==> src/verilog/hop_pkg.sv <==
// Package for the spread-spectrum packet framer and hop sequencer.
// Assumes a 32-bit AXI4-Lite register bus with word-aligned byte addresses.
package hop_pkg;
	// Register byte offsets
	localparam logic [5:0] MODEM_CONFIG_TWO_OFS     = 6'h00;
	localparam logic [5:0] TRANSMIT_CONFIG_ONE_OFS  = 6'h04;
	localparam logic [5:0] SYMBOL_TIMEOUT_UPPER_OFS = 6'h08;
	localparam logic [5:0] PREAMBLE_OFS             = 6'h0C;
	localparam logic [5:0] DWELL_OFS                = 6'h10;
	localparam logic [5:0] CHIP_DIV_OFS             = 6'h14;
	localparam logic [5:0] PAYLOAD_LEN_OFS          = 6'h18;
	localparam logic [5:0] COMMAND_OFS              = 6'h1C;
	localparam logic [5:0] STATUS_OFS               = 6'h20;
	localparam logic [5:0] AIRTIME_OFS              = 6'h24;

	// Field positions
	localparam int SF_LSB       = 4;
	localparam int CRC_ON_BIT   = 2;
	localparam int HOP_EN_BIT   = 0;
	localparam int CR_LSB       = 1;
	localparam int HDRLESS_BIT  = 0;
	localparam int CMD_TX_BIT   = 0;
	localparam int CMD_RX_BIT   = 1;
	localparam int CMD_STOP_BIT = 2;
	localparam int FLAG_BIT     = 8;
	localparam int STATE_LSB    = 16;

	// Reset values and limits
	localparam logic [3:0]  SF_RESET      = 4'h7;
	localparam logic [3:0]  SF_MIN        = 4'h6;
	localparam logic [3:0]  SF_MAX        = 4'hC;
	localparam logic [2:0]  CR_RESET      = 3'h1;
	localparam logic [2:0]  CR_MIN        = 3'h1;
	localparam logic [2:0]  CR_MAX        = 3'h4;
	localparam logic [2:0]  HEADER_CR     = 3'h4;
	localparam logic [15:0] PRE_RESET     = 16'h000C;
	localparam logic [15:0] PRE_MIN       = 16'h0006;
	localparam logic [19:0] PRE_OVERHEAD  = 20'h0_0004;
	localparam logic [19:0] HDR_SYMBOLS   = 20'h0_0008;
	localparam logic [15:0] CHIP_DIV_RESET = 16'h0000;
	localparam logic [7:0]  DWELL_RESET   = 8'h00;
	localparam logic [7:0]  PAYLOAD_RESET = 8'h01;
	localparam logic [15:0] IMPL_ADD      = 16'h0018;
	localparam logic [15:0] EXPL_ADD      = 16'h002C;

	localparam logic [1:0] RESP_OKAY   = 2'h0;
	localparam logic [1:0] RESP_SLVERR = 2'h2;

	typedef enum logic [6:0] {
		ST_IDLE   = 7'h01,
		ST_TX_PRE = 7'h02,
		ST_TX_HDR = 7'h04,
		ST_TX_PAY = 7'h08,
		ST_RX_SRCH = 7'h10,
		ST_RX_HDR = 7'h20,
		ST_RX_PAY = 7'h40
	} frame_state_e;
endpackage

==> src/verilog/spread_packet_hop_control.sv <==
// Packet timing framer and frequency-hop sequencer with an AXI4-Lite register file.
// Assumes the demodulator reports preamble and header-check events as one-cycle pulses.
// Function
// symbol rate is bandwidth over two^exponent
// preamble length resets to twelve symbols
// preamble length 6..65535, plus four symbols
// receiver preamble programmed like transmitter's; receive path ignores the preamble count, waits on preamble_detected_i
// headerless bit lives in timeout register
// explicit header default, carries length/rate/crc
// header sent at 4/8, bad header dropped
// implicit mode: no header, matched settings
// exponent six forces implicit header mode
// payload rate from header or register
// preamble lasts length plus 4.25 symbols
// payload symbols follow printed airtime formula
// hop enable bit steers transmit and receive
// dwell equals symbol period times count
// transmission starts, preamble and header, channel 0
// each hop bumps index, raises flag
// host reprograms channel, clears flag writing one
// reception starts channel 0, hops after preamble
// bad header CRC returns to channel 0
// spreading exponent limited six to twelve
// coding rate index limited one to four
// flag sticks until cleared, rehop sets again
//
// Implementation choices: the AXI4-Lite interface to the registers and the register addresses.
`timescale 1ns/1ns
`default_nettype none
module spread_packet_hop_control (
	input  wire logic        clk_i,
	input  wire logic        reset_i,
	input  wire logic        s_axi_awvalid,
	output logic             s_axi_awready,
	input  wire logic [5:0]  s_axi_awaddr,
	input  wire logic        s_axi_wvalid,
	output logic             s_axi_wready,
	input  wire logic [31:0] s_axi_wdata,
	input  wire logic [3:0]  s_axi_wstrb,
	output logic             s_axi_bvalid,
	input  wire logic        s_axi_bready,
	output logic [1:0]       s_axi_bresp,
	input  wire logic        s_axi_arvalid,
	output logic             s_axi_arready,
	input  wire logic [5:0]  s_axi_araddr,
	output logic             s_axi_rvalid,
	input  wire logic        s_axi_rready,
	output logic [31:0]      s_axi_rdata,
	output logic [1:0]       s_axi_rresp,
	input  wire logic        preamble_detected_i,
	input  wire logic        header_crc_ok_i,
	input  wire logic        header_crc_bad_i,
	input  wire logic [7:0]  rx_hdr_length_i,
	input  wire logic [2:0]  rx_hdr_rate_i,
	output logic             hop_request_irq_o,
	output logic [5:0]       current_hop_index_o,
	output logic             symbol_tick_o,
	output logic             tx_busy_o,
	output logic             rx_busy_o,
	output logic [2:0]       coding_rate_o,
	output logic [7:0]       tx_hdr_length_o,
	output logic [2:0]       tx_hdr_rate_o,
	output logic             tx_hdr_crc_o
);
	typedef struct packed {
		logic                  have_aw;
		logic [5:0]            aw_addr;
		logic                  have_w;
		logic [31:0]           w_data;
		logic [3:0]            w_strb;
		logic                  bvalid;
		logic [1:0]            bresp;
		logic                  rvalid;
		logic [31:0]           rdata;
		logic [1:0]            rresp;
		logic [3:0]            spread_exponent;
		logic                  crc_on;
		logic                  hop_enable;
		logic [2:0]            coding_rate_index;
		logic                  headerless_select;
		logic [15:0]           preamble_symbol_count;
		logic [7:0]            dwell_symbol_count;
		logic [15:0]           chip_div;
		logic [7:0]            payload_len;
		hop_pkg::frame_state_e state;
		logic [15:0]           div_cnt;
		logic [11:0]           chip_cnt;
		logic [1:0]            quarter;
		logic [19:0]           quarters_left;
		logic [7:0]            dwell_cnt;
		logic [5:0]            hop_idx;
		logic                  hop_flag;
		logic                  sym_tick;
		logic [2:0]            rate;
	} ctl_s;

	ctl_s ctl_r;
	ctl_s ctl_nxt;

	// Byte-lane merge of a write into a stored word
	function automatic logic [31:0] merge(input logic [31:0] old, input logic [31:0] nw,
	                                      input logic [3:0] strb);
		logic [31:0] res;
		res = old;
		for (int i = 0; i < 4; i++) begin
			if (strb[i]) begin
				res[8*i +: 8] = nw[8*i +: 8];
			end
		end
		return res;
	endfunction

	// Payload symbols, as printed: (8 + ceil((num - 4SF) / 4SF)) * (CR + 4); negative numerator is 0
	function automatic logic [19:0] payload_syms(input logic [7:0] len, input logic [3:0] sf,
	                                             input logic [2:0] cr, input logic expl);
		logic [15:0] num;
		logic [15:0] pos;
		logic [15:0] den;
		logic [15:0] q;
		num = {5'h00, len, 3'h0} + (expl ? hop_pkg::EXPL_ADD : hop_pkg::IMPL_ADD);
		den = {10'h000, sf, 2'h0};
		pos = (num > den) ? num - den : 16'h0000;
		q   = (pos + den - 16'h0001) / den;
		return 20'((20'(q) + 20'h0_0008) * (20'(cr) + 20'h0_0004));
	endfunction

	function automatic logic [3:0] clamp_sf(input logic [3:0] v);
		return (v < hop_pkg::SF_MIN) ? hop_pkg::SF_MIN : (v > hop_pkg::SF_MAX) ? hop_pkg::SF_MAX : v;
	endfunction

	function automatic logic [2:0] clamp_cr(input logic [2:0] v);
		return (v < hop_pkg::CR_MIN) ? hop_pkg::CR_MIN : (v > hop_pkg::CR_MAX) ? hop_pkg::CR_MAX : v;
	endfunction

	logic        eff_hdrless;
	logic [19:0] pre_quarters;
	logic [19:0] tx_pay_syms;
	logic [19:0] rx_pay_syms;
	logic [11:0] quarter_chips;
	logic        chip_tick;
	logic        q_tick;
	logic        s_tick;
	logic        hop_evt;
	logic        wr_fire;
	logic [31:0] wr_word;
	logic [31:0] rd_word;
	logic        rd_hit;

	// Exponent six has no header format at all
	assign eff_hdrless   = ctl_r.headerless_select || ctl_r.spread_exponent == hop_pkg::SF_MIN;
	// Preamble of n + 4 symbols plus a quarter symbol, counted in quarters
	assign pre_quarters  = 20'(((20'(ctl_r.preamble_symbol_count) + hop_pkg::PRE_OVERHEAD) << 2)
	                          + 20'h0_0001); // see R3
	assign tx_pay_syms   = payload_syms(ctl_r.payload_len, ctl_r.spread_exponent,
	                                    ctl_r.coding_rate_index, !eff_hdrless);
	assign rx_pay_syms   = payload_syms(eff_hdrless ? ctl_r.payload_len : rx_hdr_length_i,
	                                    ctl_r.spread_exponent,
	                                    eff_hdrless ? ctl_r.coding_rate_index : clamp_cr(rx_hdr_rate_i),
	                                    !eff_hdrless);
	// One chip per divided clock; 2^SF chips per symbol, quartered
	assign quarter_chips = 12'((13'h0001 << (ctl_r.spread_exponent - 4'h2)) - 13'h0001);
	assign chip_tick     = ctl_r.div_cnt == ctl_r.chip_div;
	assign q_tick        = chip_tick && ctl_r.chip_cnt == quarter_chips;
	assign s_tick        = q_tick && ctl_r.quarter == 2'h3;
	// Hops only in the payload phases, so preamble and header stay on channel 0
	assign hop_evt       = s_tick && ctl_r.hop_enable && ctl_r.dwell_symbol_count != 8'h00
	                       && (ctl_r.state == hop_pkg::ST_TX_PAY || ctl_r.state == hop_pkg::ST_RX_PAY)
	                       && ctl_r.dwell_cnt + 8'h01 == ctl_r.dwell_symbol_count; // see R13 see R14
	assign wr_fire       = ctl_r.have_aw && ctl_r.have_w && !ctl_r.bvalid;
	assign wr_word       = merge(32'h0000_0000, ctl_r.w_data, ctl_r.w_strb);

	always_comb begin
		rd_hit  = 1'b1;
		rd_word = 32'h0000_0000;
		case (s_axi_araddr)
			hop_pkg::MODEM_CONFIG_TWO_OFS: begin
				rd_word[hop_pkg::SF_LSB +: 4]   = ctl_r.spread_exponent;
				rd_word[hop_pkg::CRC_ON_BIT]    = ctl_r.crc_on;
			end
			hop_pkg::TRANSMIT_CONFIG_ONE_OFS: begin
				rd_word[hop_pkg::HOP_EN_BIT]    = ctl_r.hop_enable;
				rd_word[hop_pkg::CR_LSB +: 3]   = ctl_r.coding_rate_index;
			end
			hop_pkg::SYMBOL_TIMEOUT_UPPER_OFS: rd_word[hop_pkg::HDRLESS_BIT] = ctl_r.headerless_select;
			hop_pkg::PREAMBLE_OFS:     rd_word[15:0] = ctl_r.preamble_symbol_count;
			hop_pkg::DWELL_OFS:        rd_word[7:0]  = ctl_r.dwell_symbol_count;
			hop_pkg::CHIP_DIV_OFS:     rd_word[15:0] = ctl_r.chip_div;
			hop_pkg::PAYLOAD_LEN_OFS:  rd_word[7:0]  = ctl_r.payload_len;
			hop_pkg::COMMAND_OFS:      rd_word       = 32'h0000_0000;
			hop_pkg::STATUS_OFS: begin
				rd_word[5:0]                    = ctl_r.hop_idx;
				rd_word[hop_pkg::FLAG_BIT]      = ctl_r.hop_flag;
				rd_word[hop_pkg::STATE_LSB +: 7] = ctl_r.state;
			end
			hop_pkg::AIRTIME_OFS:      rd_word[19:0] = 20'(pre_quarters + (tx_pay_syms << 2));
			default:                   rd_hit        = 1'b0;
		endcase
	end

	always_comb begin
		ctl_nxt          = ctl_r;
		ctl_nxt.sym_tick = s_tick;

		// Address and data are taken independently, answer follows both
		if (s_axi_awvalid && !ctl_r.have_aw) begin
			ctl_nxt.have_aw = 1'b1;
			ctl_nxt.aw_addr = s_axi_awaddr;
		end
		if (s_axi_wvalid && !ctl_r.have_w) begin
			ctl_nxt.have_w = 1'b1;
			ctl_nxt.w_data = s_axi_wdata;
			ctl_nxt.w_strb = s_axi_wstrb;
		end
		if (s_axi_bvalid && s_axi_bready) begin
			ctl_nxt.bvalid = 1'b0;
		end
		if (s_axi_arvalid && !ctl_r.rvalid) begin
			ctl_nxt.rvalid = 1'b1;
			ctl_nxt.rdata  = rd_hit ? rd_word : 32'h0000_0000;
			ctl_nxt.rresp  = rd_hit ? hop_pkg::RESP_OKAY : hop_pkg::RESP_SLVERR;
		end else if (s_axi_rready) begin
			ctl_nxt.rvalid = 1'b0;
		end

		// Chip and symbol time base
		if (ctl_r.state != hop_pkg::ST_IDLE) begin
			ctl_nxt.div_cnt = chip_tick ? 16'h0000 : ctl_r.div_cnt + 16'h0001;
			if (chip_tick) begin
				ctl_nxt.chip_cnt = q_tick ? 12'h000 : ctl_r.chip_cnt + 12'h001;
			end
			if (q_tick) begin
				ctl_nxt.quarter       = ctl_r.quarter + 2'h1;
				ctl_nxt.quarters_left = ctl_r.quarters_left - 20'h0_0001;
			end
		end
		if (s_tick && (ctl_r.state == hop_pkg::ST_TX_PAY || ctl_r.state == hop_pkg::ST_RX_PAY)) begin
			ctl_nxt.dwell_cnt = hop_evt ? 8'h00 : ctl_r.dwell_cnt + 8'h01;
		end

		case (ctl_r.state)
			hop_pkg::ST_IDLE: begin
				ctl_nxt.hop_idx = 6'h00;
			end
			hop_pkg::ST_TX_PRE: begin
				if (q_tick && ctl_r.quarters_left == 20'h0_0001) begin
					ctl_nxt.quarter = 2'h0;
					if (eff_hdrless) begin
						ctl_nxt.state         = hop_pkg::ST_TX_PAY;
						ctl_nxt.quarters_left = 20'(tx_pay_syms << 2);
						ctl_nxt.rate          = ctl_r.coding_rate_index;
					end else begin
						ctl_nxt.state         = hop_pkg::ST_TX_HDR;
						ctl_nxt.quarters_left = hop_pkg::HDR_SYMBOLS << 2;
						ctl_nxt.rate          = hop_pkg::HEADER_CR;
					end
				end
			end
			hop_pkg::ST_TX_HDR: begin
				if (q_tick && ctl_r.quarters_left == 20'h0_0001) begin
					ctl_nxt.state         = hop_pkg::ST_TX_PAY;
					ctl_nxt.quarter       = 2'h0;
					ctl_nxt.quarters_left = 20'((tx_pay_syms - hop_pkg::HDR_SYMBOLS) << 2);
					ctl_nxt.rate          = ctl_r.coding_rate_index;
				end
			end
			hop_pkg::ST_RX_SRCH: begin
				// Waits on channel 0 for a preamble before any hopping
				if (preamble_detected_i) begin
					if (eff_hdrless) begin
						ctl_nxt.state         = hop_pkg::ST_RX_PAY;
						ctl_nxt.quarters_left = 20'(rx_pay_syms << 2);
						ctl_nxt.rate          = ctl_r.coding_rate_index;
					end else begin
						ctl_nxt.state = hop_pkg::ST_RX_HDR;
						ctl_nxt.rate  = hop_pkg::HEADER_CR;
					end
					ctl_nxt.quarter = 2'h0;
					ctl_nxt.div_cnt = 16'h0000;
					ctl_nxt.chip_cnt = 12'h000;
				end
			end
			hop_pkg::ST_RX_HDR: begin
				if (header_crc_bad_i) begin
					ctl_nxt.state   = hop_pkg::ST_RX_SRCH; // see R7
					ctl_nxt.hop_idx = 6'h00;
				end else if (header_crc_ok_i) begin
					ctl_nxt.state         = hop_pkg::ST_RX_PAY;
					ctl_nxt.quarter       = 2'h0;
					ctl_nxt.quarters_left = 20'((rx_pay_syms - hop_pkg::HDR_SYMBOLS) << 2);
					ctl_nxt.rate          = clamp_cr(rx_hdr_rate_i);
					ctl_nxt.dwell_cnt     = 8'h00;
				end
			end
			hop_pkg::ST_TX_PAY, hop_pkg::ST_RX_PAY: begin
				if (q_tick && ctl_r.quarters_left == 20'h0_0001) begin
					ctl_nxt.state = hop_pkg::ST_IDLE;
				end
			end
			default: ctl_nxt.state = hop_pkg::ST_IDLE;
		endcase

		if (hop_evt) begin
			ctl_nxt.hop_idx = ctl_r.hop_idx + 6'h01;
		end

		// Register writes; commands act only from idle, stop acts anywhere
		if (wr_fire) begin
			ctl_nxt.have_aw = 1'b0;
			ctl_nxt.have_w  = 1'b0;
			ctl_nxt.bvalid  = 1'b1;
			ctl_nxt.bresp   = hop_pkg::RESP_OKAY;
			case (ctl_r.aw_addr)
				hop_pkg::MODEM_CONFIG_TWO_OFS: if (ctl_r.w_strb[0]) begin
					ctl_nxt.spread_exponent = clamp_sf(wr_word[hop_pkg::SF_LSB +: 4]);
					ctl_nxt.crc_on          = wr_word[hop_pkg::CRC_ON_BIT];
				end
				hop_pkg::TRANSMIT_CONFIG_ONE_OFS: if (ctl_r.w_strb[0]) begin
					ctl_nxt.hop_enable        = wr_word[hop_pkg::HOP_EN_BIT];
					ctl_nxt.coding_rate_index = clamp_cr(wr_word[hop_pkg::CR_LSB +: 3]);
				end
				hop_pkg::SYMBOL_TIMEOUT_UPPER_OFS: if (ctl_r.w_strb[0]) begin
					ctl_nxt.headerless_select = wr_word[hop_pkg::HDRLESS_BIT];
				end
				hop_pkg::PREAMBLE_OFS: begin
					// Short values are raised to the minimum rather than refused
					ctl_nxt.preamble_symbol_count = merge({16'h0000, ctl_r.preamble_symbol_count},
					                                      ctl_r.w_data, ctl_r.w_strb) < 32'(hop_pkg::PRE_MIN)
					    ? hop_pkg::PRE_MIN
					    : 16'(merge({16'h0000, ctl_r.preamble_symbol_count}, ctl_r.w_data,
					                ctl_r.w_strb));
				end
				hop_pkg::DWELL_OFS:
					ctl_nxt.dwell_symbol_count = ctl_r.w_strb[0] ? wr_word[7:0] : ctl_r.dwell_symbol_count;
				hop_pkg::CHIP_DIV_OFS:
					ctl_nxt.chip_div = 16'(merge({16'h0000, ctl_r.chip_div}, ctl_r.w_data, ctl_r.w_strb));
				hop_pkg::PAYLOAD_LEN_OFS:
					ctl_nxt.payload_len = ctl_r.w_strb[0] ? wr_word[7:0] : ctl_r.payload_len;
				hop_pkg::COMMAND_OFS: begin
					if (wr_word[hop_pkg::CMD_STOP_BIT]) begin
						ctl_nxt.state = hop_pkg::ST_IDLE;
					end else if (ctl_r.state == hop_pkg::ST_IDLE && wr_word[hop_pkg::CMD_TX_BIT]) begin
						ctl_nxt.state         = hop_pkg::ST_TX_PRE;
						ctl_nxt.quarters_left = pre_quarters;
						ctl_nxt.rate          = ctl_r.coding_rate_index;
					end else if (ctl_r.state == hop_pkg::ST_IDLE && wr_word[hop_pkg::CMD_RX_BIT]) begin
						ctl_nxt.state = hop_pkg::ST_RX_SRCH;
					end
					if (ctl_r.state == hop_pkg::ST_IDLE) begin
						ctl_nxt.hop_idx   = 6'h00;
						ctl_nxt.quarter   = 2'h0;
						ctl_nxt.div_cnt   = 16'h0000;
						ctl_nxt.chip_cnt  = 12'h000;
						ctl_nxt.dwell_cnt = 8'h00;
					end
				end
				hop_pkg::STATUS_OFS:
					if (ctl_r.w_strb[1] && wr_word[hop_pkg::FLAG_BIT]) begin
						ctl_nxt.hop_flag = 1'b0;
					end
				default: ctl_nxt.bresp = hop_pkg::RESP_SLVERR;
			endcase
		end
		// A hop in the clearing cycle keeps the flag set
		if (hop_evt) begin
			ctl_nxt.hop_flag = 1'b1; // see R16
		end
	end

	always_ff @(posedge clk_i or posedge reset_i) begin
		if (reset_i) begin
			ctl_r                       <= '0;
			ctl_r.spread_exponent       <= hop_pkg::SF_RESET;
			ctl_r.coding_rate_index     <= hop_pkg::CR_RESET;
			ctl_r.preamble_symbol_count <= hop_pkg::PRE_RESET;
			ctl_r.dwell_symbol_count    <= hop_pkg::DWELL_RESET;
			ctl_r.chip_div              <= hop_pkg::CHIP_DIV_RESET;
			ctl_r.payload_len           <= hop_pkg::PAYLOAD_RESET;
			ctl_r.state                 <= hop_pkg::ST_IDLE;
			ctl_r.rate                  <= hop_pkg::CR_RESET;
		end else begin
			ctl_r <= ctl_nxt;
		end
	end

	assign s_axi_awready       = !ctl_r.have_aw;
	assign s_axi_wready        = !ctl_r.have_w;
	assign s_axi_bvalid        = ctl_r.bvalid;
	assign s_axi_bresp         = ctl_r.bresp;
	assign s_axi_arready       = !ctl_r.rvalid;
	assign s_axi_rvalid        = ctl_r.rvalid;
	assign s_axi_rdata         = ctl_r.rdata;
	assign s_axi_rresp         = ctl_r.rresp;
	assign hop_request_irq_o   = ctl_r.hop_flag;
	assign current_hop_index_o = ctl_r.hop_idx;
	assign symbol_tick_o       = ctl_r.sym_tick;
	assign tx_busy_o           = ctl_r.state == hop_pkg::ST_TX_PRE || ctl_r.state == hop_pkg::ST_TX_HDR
	                             || ctl_r.state == hop_pkg::ST_TX_PAY;
	assign rx_busy_o           = ctl_r.state == hop_pkg::ST_RX_SRCH || ctl_r.state == hop_pkg::ST_RX_HDR
	                             || ctl_r.state == hop_pkg::ST_RX_PAY;
	assign coding_rate_o       = ctl_r.rate;
	assign tx_hdr_length_o     = ctl_r.payload_len;
	assign tx_hdr_rate_o       = ctl_r.coding_rate_index;
	assign tx_hdr_crc_o        = ctl_r.crc_on;
endmodule
`default_nettype wire

==> config.mk <==
export PLATFORM = sky130hd
export DESIGN_NAME = spread_packet_hop_control
export DESIGN_NICKNAME = d
export VERILOG_FILES = /design/src/verilog/hop_pkg.sv /design/src/verilog/spread_packet_hop_control.sv
export SDC_FILE = /design/constraint.sdc
export NUM_CORES = 1
export LEC_CHECK = 0
export ABC_CLOCK_PERIOD_IN_PS = 38600
export BUFFER_PORTS_ARGS = -buffer_cell sky130_fd_sc_hd__buf_2
export CAP_MARGIN = 0
export CORE_MARGIN = 5
export CORE_UTILIZATION = 50
export CTS_CLUSTER_SIZE = 28
export DETAILED_ROUTE_END_ITERATION = 10
export PLACE_DENSITY = 0.67
export SLEW_MARGIN = 20
export SYNTH_ARGS = -nofsm -noshare
export SYNTH_HDL_FRONTEND = slang
export SYNTH_SLANG_ARGS = --single-unit
==> constraint.sdc <==
create_clock -name clk_i -period 38.6 [get_ports clk_i]
set_clock_uncertainty 0.1 [all_clocks]
set_input_delay 3.86 -clock clk_i [delete_from_list [all_inputs] [get_ports clk_i]]
set_output_delay 3.86 -clock clk_i [all_outputs]
set_load 0.05 [all_outputs]
==> summary.md <==
| Metric | Value |
|---|---|
| Post-synth EDFFs | 0 |
| Antenna violations before repair | 3 |
| Unrepaired setup endpoints after global routing | true |
| # IOs | 135 |
| TritonCTS Buffers | 22 |
| Syn Std Cell Area | 0.0257 mm^2 |
| Max-slew violations | 0 |
| First-pass GRT wire length | 130 mm |
| Area of the die | 0.0560 mm^2 |
| Netlist cell types | 112 |
| Top cell by count, worst path | ha_1 |
| Area grow syn2layout | 6.51% |
| Largest net degree at the start of global routing | 140 |
| RD Place Congestion | 0.979 |
| Worst-path fanout max | 13 |
| Drt drc | 0 |
| CP required | 38.87 ns |
| Wire per inst | 20.7 um |
| CTS tree | done |
| Max Cap Viol | 0 |
| Ratio of cells with drive above 1 in the final layout | 13.0% |
| Reg clk slew, reported paths | 0.06 ns |
| Fin crit period | 36.01 ns |
| Register area share after synthesis | 20.0% |
| Non-Filler Instances | 3920 |
| Final WL | 81.3 mm |
| Yosys reg bits | 205 |
| Row Count | 83 |
| ANT nets after route | 0 |
| Fraction of registers with async set/reset | 100% |
| Kind of end point of the critical path | register |
| Nets | 3561 |
| CP max-delay cell | or4_1 |
| Clk Latency, worst-skew pair | 0.54 ns |
| Yosys top cell by area | dfrtp_1 |
| PortBufs | 123 |
| Arrival @ worst endpoint | 36.28 ns |
| Period utilization | 93.3% |
| Starting Density | 50.3% |
| Largest cells by area after synthesis | dfrtp_1, ha_1, xnor2_1 |
| Clock root buffer | clkbuf_16 |
| Worst Tran Pin Value | 1.07 ns |
| Die height | 237 um |
| Clock buffer depth | 3 |
| Worst Path Class, Setup | in -> reg |
| Clock Sinks | 205 |
| Synth Flop Type | dfrtp_1 |
| Core Footprint | 0.0511 mm^2 |
| Iteration-0 DRC Markers | 1921 |
| Syn_area_per_cell | 7.99 um^2 |
| Slew margin rel. | 28.1% |
| Area share of the largest cell type after synthesis | 19.1% |
| Ys Warns | 0 |
| Die W | 237 um |
| Synth Instances | 3216 |
| Router iterations before antenna repair | 8 |
| Status | complete, no violations |
| Final setup viols | 0 |
| Crit start category | input port |
| Peak Freq | 27.8 MHz |
| Fillers | 4945 |
| GRT Residual Overflow | 0 |
| Via-to-Cell Ratio | 6.27 |
| Slowest stage delay, CP | 0.55 ns |
| Vias after detailed routing | 24600 |
| Worst Hold Class | reg -> reg |
| Vias in the first global route | 24000 |
| Cells after DPL | 3875 |
| Dpl hpwl | 64.1 mm |
| Gr usage total | 27.7% |
| Hold Fails Final Rpt | 0 |
| H-tree Lvls | 1 |
-- cell type report --
class,instances,area (um^2),share of cell area [%]
clock inverter,11,111,0.407
multi-input combinational,2708,19300,70.5
sequential,205,5140,18.8
tap,680,851,3.11
clock buffer,29,627,2.29
antenna,1,2.50,0.00914
inverter,137,524,1.91
timing repair buffer,149,831,3.03
-- sequential cells by signal (all words and copies together), names as in the netlist --
name	cells
s_axi_rdata	23
tx_hdr_rate_o	3
tx_hdr_length_o	8
symbol_tick_o	1
s_axi_bresp	1
hop_request_irq_o	1
ctl_r	155
current_hop_index_o	6
s_axi_bvalid	1
s_axi_rresp	1
coding_rate_o	3
s_axi_rvalid	1
tx_hdr_crc_o	1
-- path summary, 6_finish.rpt --
path / start / slack, ns / depth (start not counted) / to
setup reg to reg: ctl_r[131] / 2.88 / 153 / s_axi_rdata[19]
max in group asynchronous: reset_i / 33.52 / 4 / s_axi_rdata[8]
min in group asynchronous: reset_i / 3.19 / 2 / current_hop_index_o[1]
hold reg to reg: s_axi_rdata[5] / 0.37 / 1 / s_axi_rdata[5]
hold / removal: s_axi_rdata[5] / 0.37 / 1 / s_axi_rdata[5]
setup / recovery: rx_hdr_length_i[1] / 2.59 / 147 / ctl_r[37]
-- cell usage after synthesis, types with 11 or more instances --
library cell,instances
a211oi_1,28
a21o_1,56
a21oi_1,237
a221oi_1,14
a222oi_1,17
a22oi_1,22
a31o_2,16
a31oi_1,20
and2_1,49
and3_1,37
buf_4,56
clkbuf_1,103
dfrtp_1,196
fa_1,40
ha_1,229
inv_1,135
mux2_2,116
mux2i_1,42
nand2_1,280
nand2b_1,33
nand3_1,81
nand4_1,24
nor2_1,338
nor2b_1,42
nor3_1,104
nor4_1,33
o211ai_1,30
o21a_1,62
o21ai_0,154
o21ai_1,12
o21bai_1,38
o22ai_1,11
o31ai_1,17
or2_2,23
or3_1,22
or4_1,13
xnor2_1,151
xor2_1,107
-- cell usage in the layout (no fill, tap or decap), types with 13 or more instances in the layout --
| cell type | instances |
|---|---|
| clkbuf_16 | 22 |
| nand2b_1 | 33 |
| xnor2_1 | 151 |
| o21bai_1 | 38 |
| nor2_1 | 333 |
| fa_1 | 40 |
| mux2i_1 | 42 |
| nor4_1 | 33 |
| buf_2 | 123 |
| or3_1 | 22 |
| or2_2 | 23 |
| o21a_1 | 62 |
| ha_1 | 229 |
| o211ai_1 | 30 |
| a222oi_1 | 17 |
| o31ai_1 | 16 |
| or4_1 | 13 |
| o21ai_0 | 152 |
| a211oi_1 | 28 |
| nand4_1 | 24 |
| nor2b_1 | 38 |
| a21o_1 | 56 |
| a21oi_1 | 234 |
| dfrtp_1 | 196 |
| a22oi_1 | 22 |
| a31o_2 | 16 |
| inv_1 | 134 |
| nand2_1 | 279 |
| a221oi_1 | 14 |
| buf_4 | 25 |
| and3_1 | 36 |
| o21ai_1 | 14 |
| a31oi_1 | 19 |
| nand3_1 | 81 |
| xor2_1 | 106 |
| mux2_2 | 116 |
| nor3_1 | 103 |
| and2_1 | 49 |
-- cells by family after synthesis --
family	synth area share, %
adders and majority gates	14.3
DFF	20.0
AOI/OAI and AO/OA	22.1
other	0.0146
buffers and inverters	5.55
and+or+nand+nor	22.0
muxes	7.25
xor gates and xnor gates	8.88
-- critical path, delay by kind of cell --
family,cells,cell delay [ns]
muxes,3,0.74
xor gates and xnor gates,3,0.42
buffers and inverters,6,0.57
and+or+nand+nor,45,9.54
AOI/OAI and AO/OA,69,14.70
adders and majority gates,21,6.38
-- routing by layer --
layer	routed length (um)	vias up	part of all wire (%)	global-route usage (%)
met5	13	-	0.016	0
met4	2930	2	3.6	9.32
met3	5340	186	6.6	2.88
met2	38200	934	47	47.0
met1	34800	11800	43	37.0
li1	-	11600	-	-
-- what timing repair did --
item,4_1_cts,5_1_grt
endpoints found under the hold margin,0,0
hold buffers,0,0
setup endpoints to repair,0,23
setup buffers,0,3
resized for setup,0,24
-- metrics by stage --
stage	utilization (%)	hold slack [ns]	instance area (um^2)	setup TNS [ns]	setup slack, ns
after floorplan	-	0.351	25700	0	5.27
after global placement	51.8	0.358	26500	0	1.99
after detailed placement	51.8	0.362	26500	0	0.517
after CTS	53.3	0.377	27200	0	0.921
after global routing	53.6	0.405	27400	-0.0327	-0.0327
final	53.6	0.374	27400	0	2.59
Power is left out: the tool's default activity adds up to more than one toggle a clock period on the data nets, which glitch-free logic cannot reach.
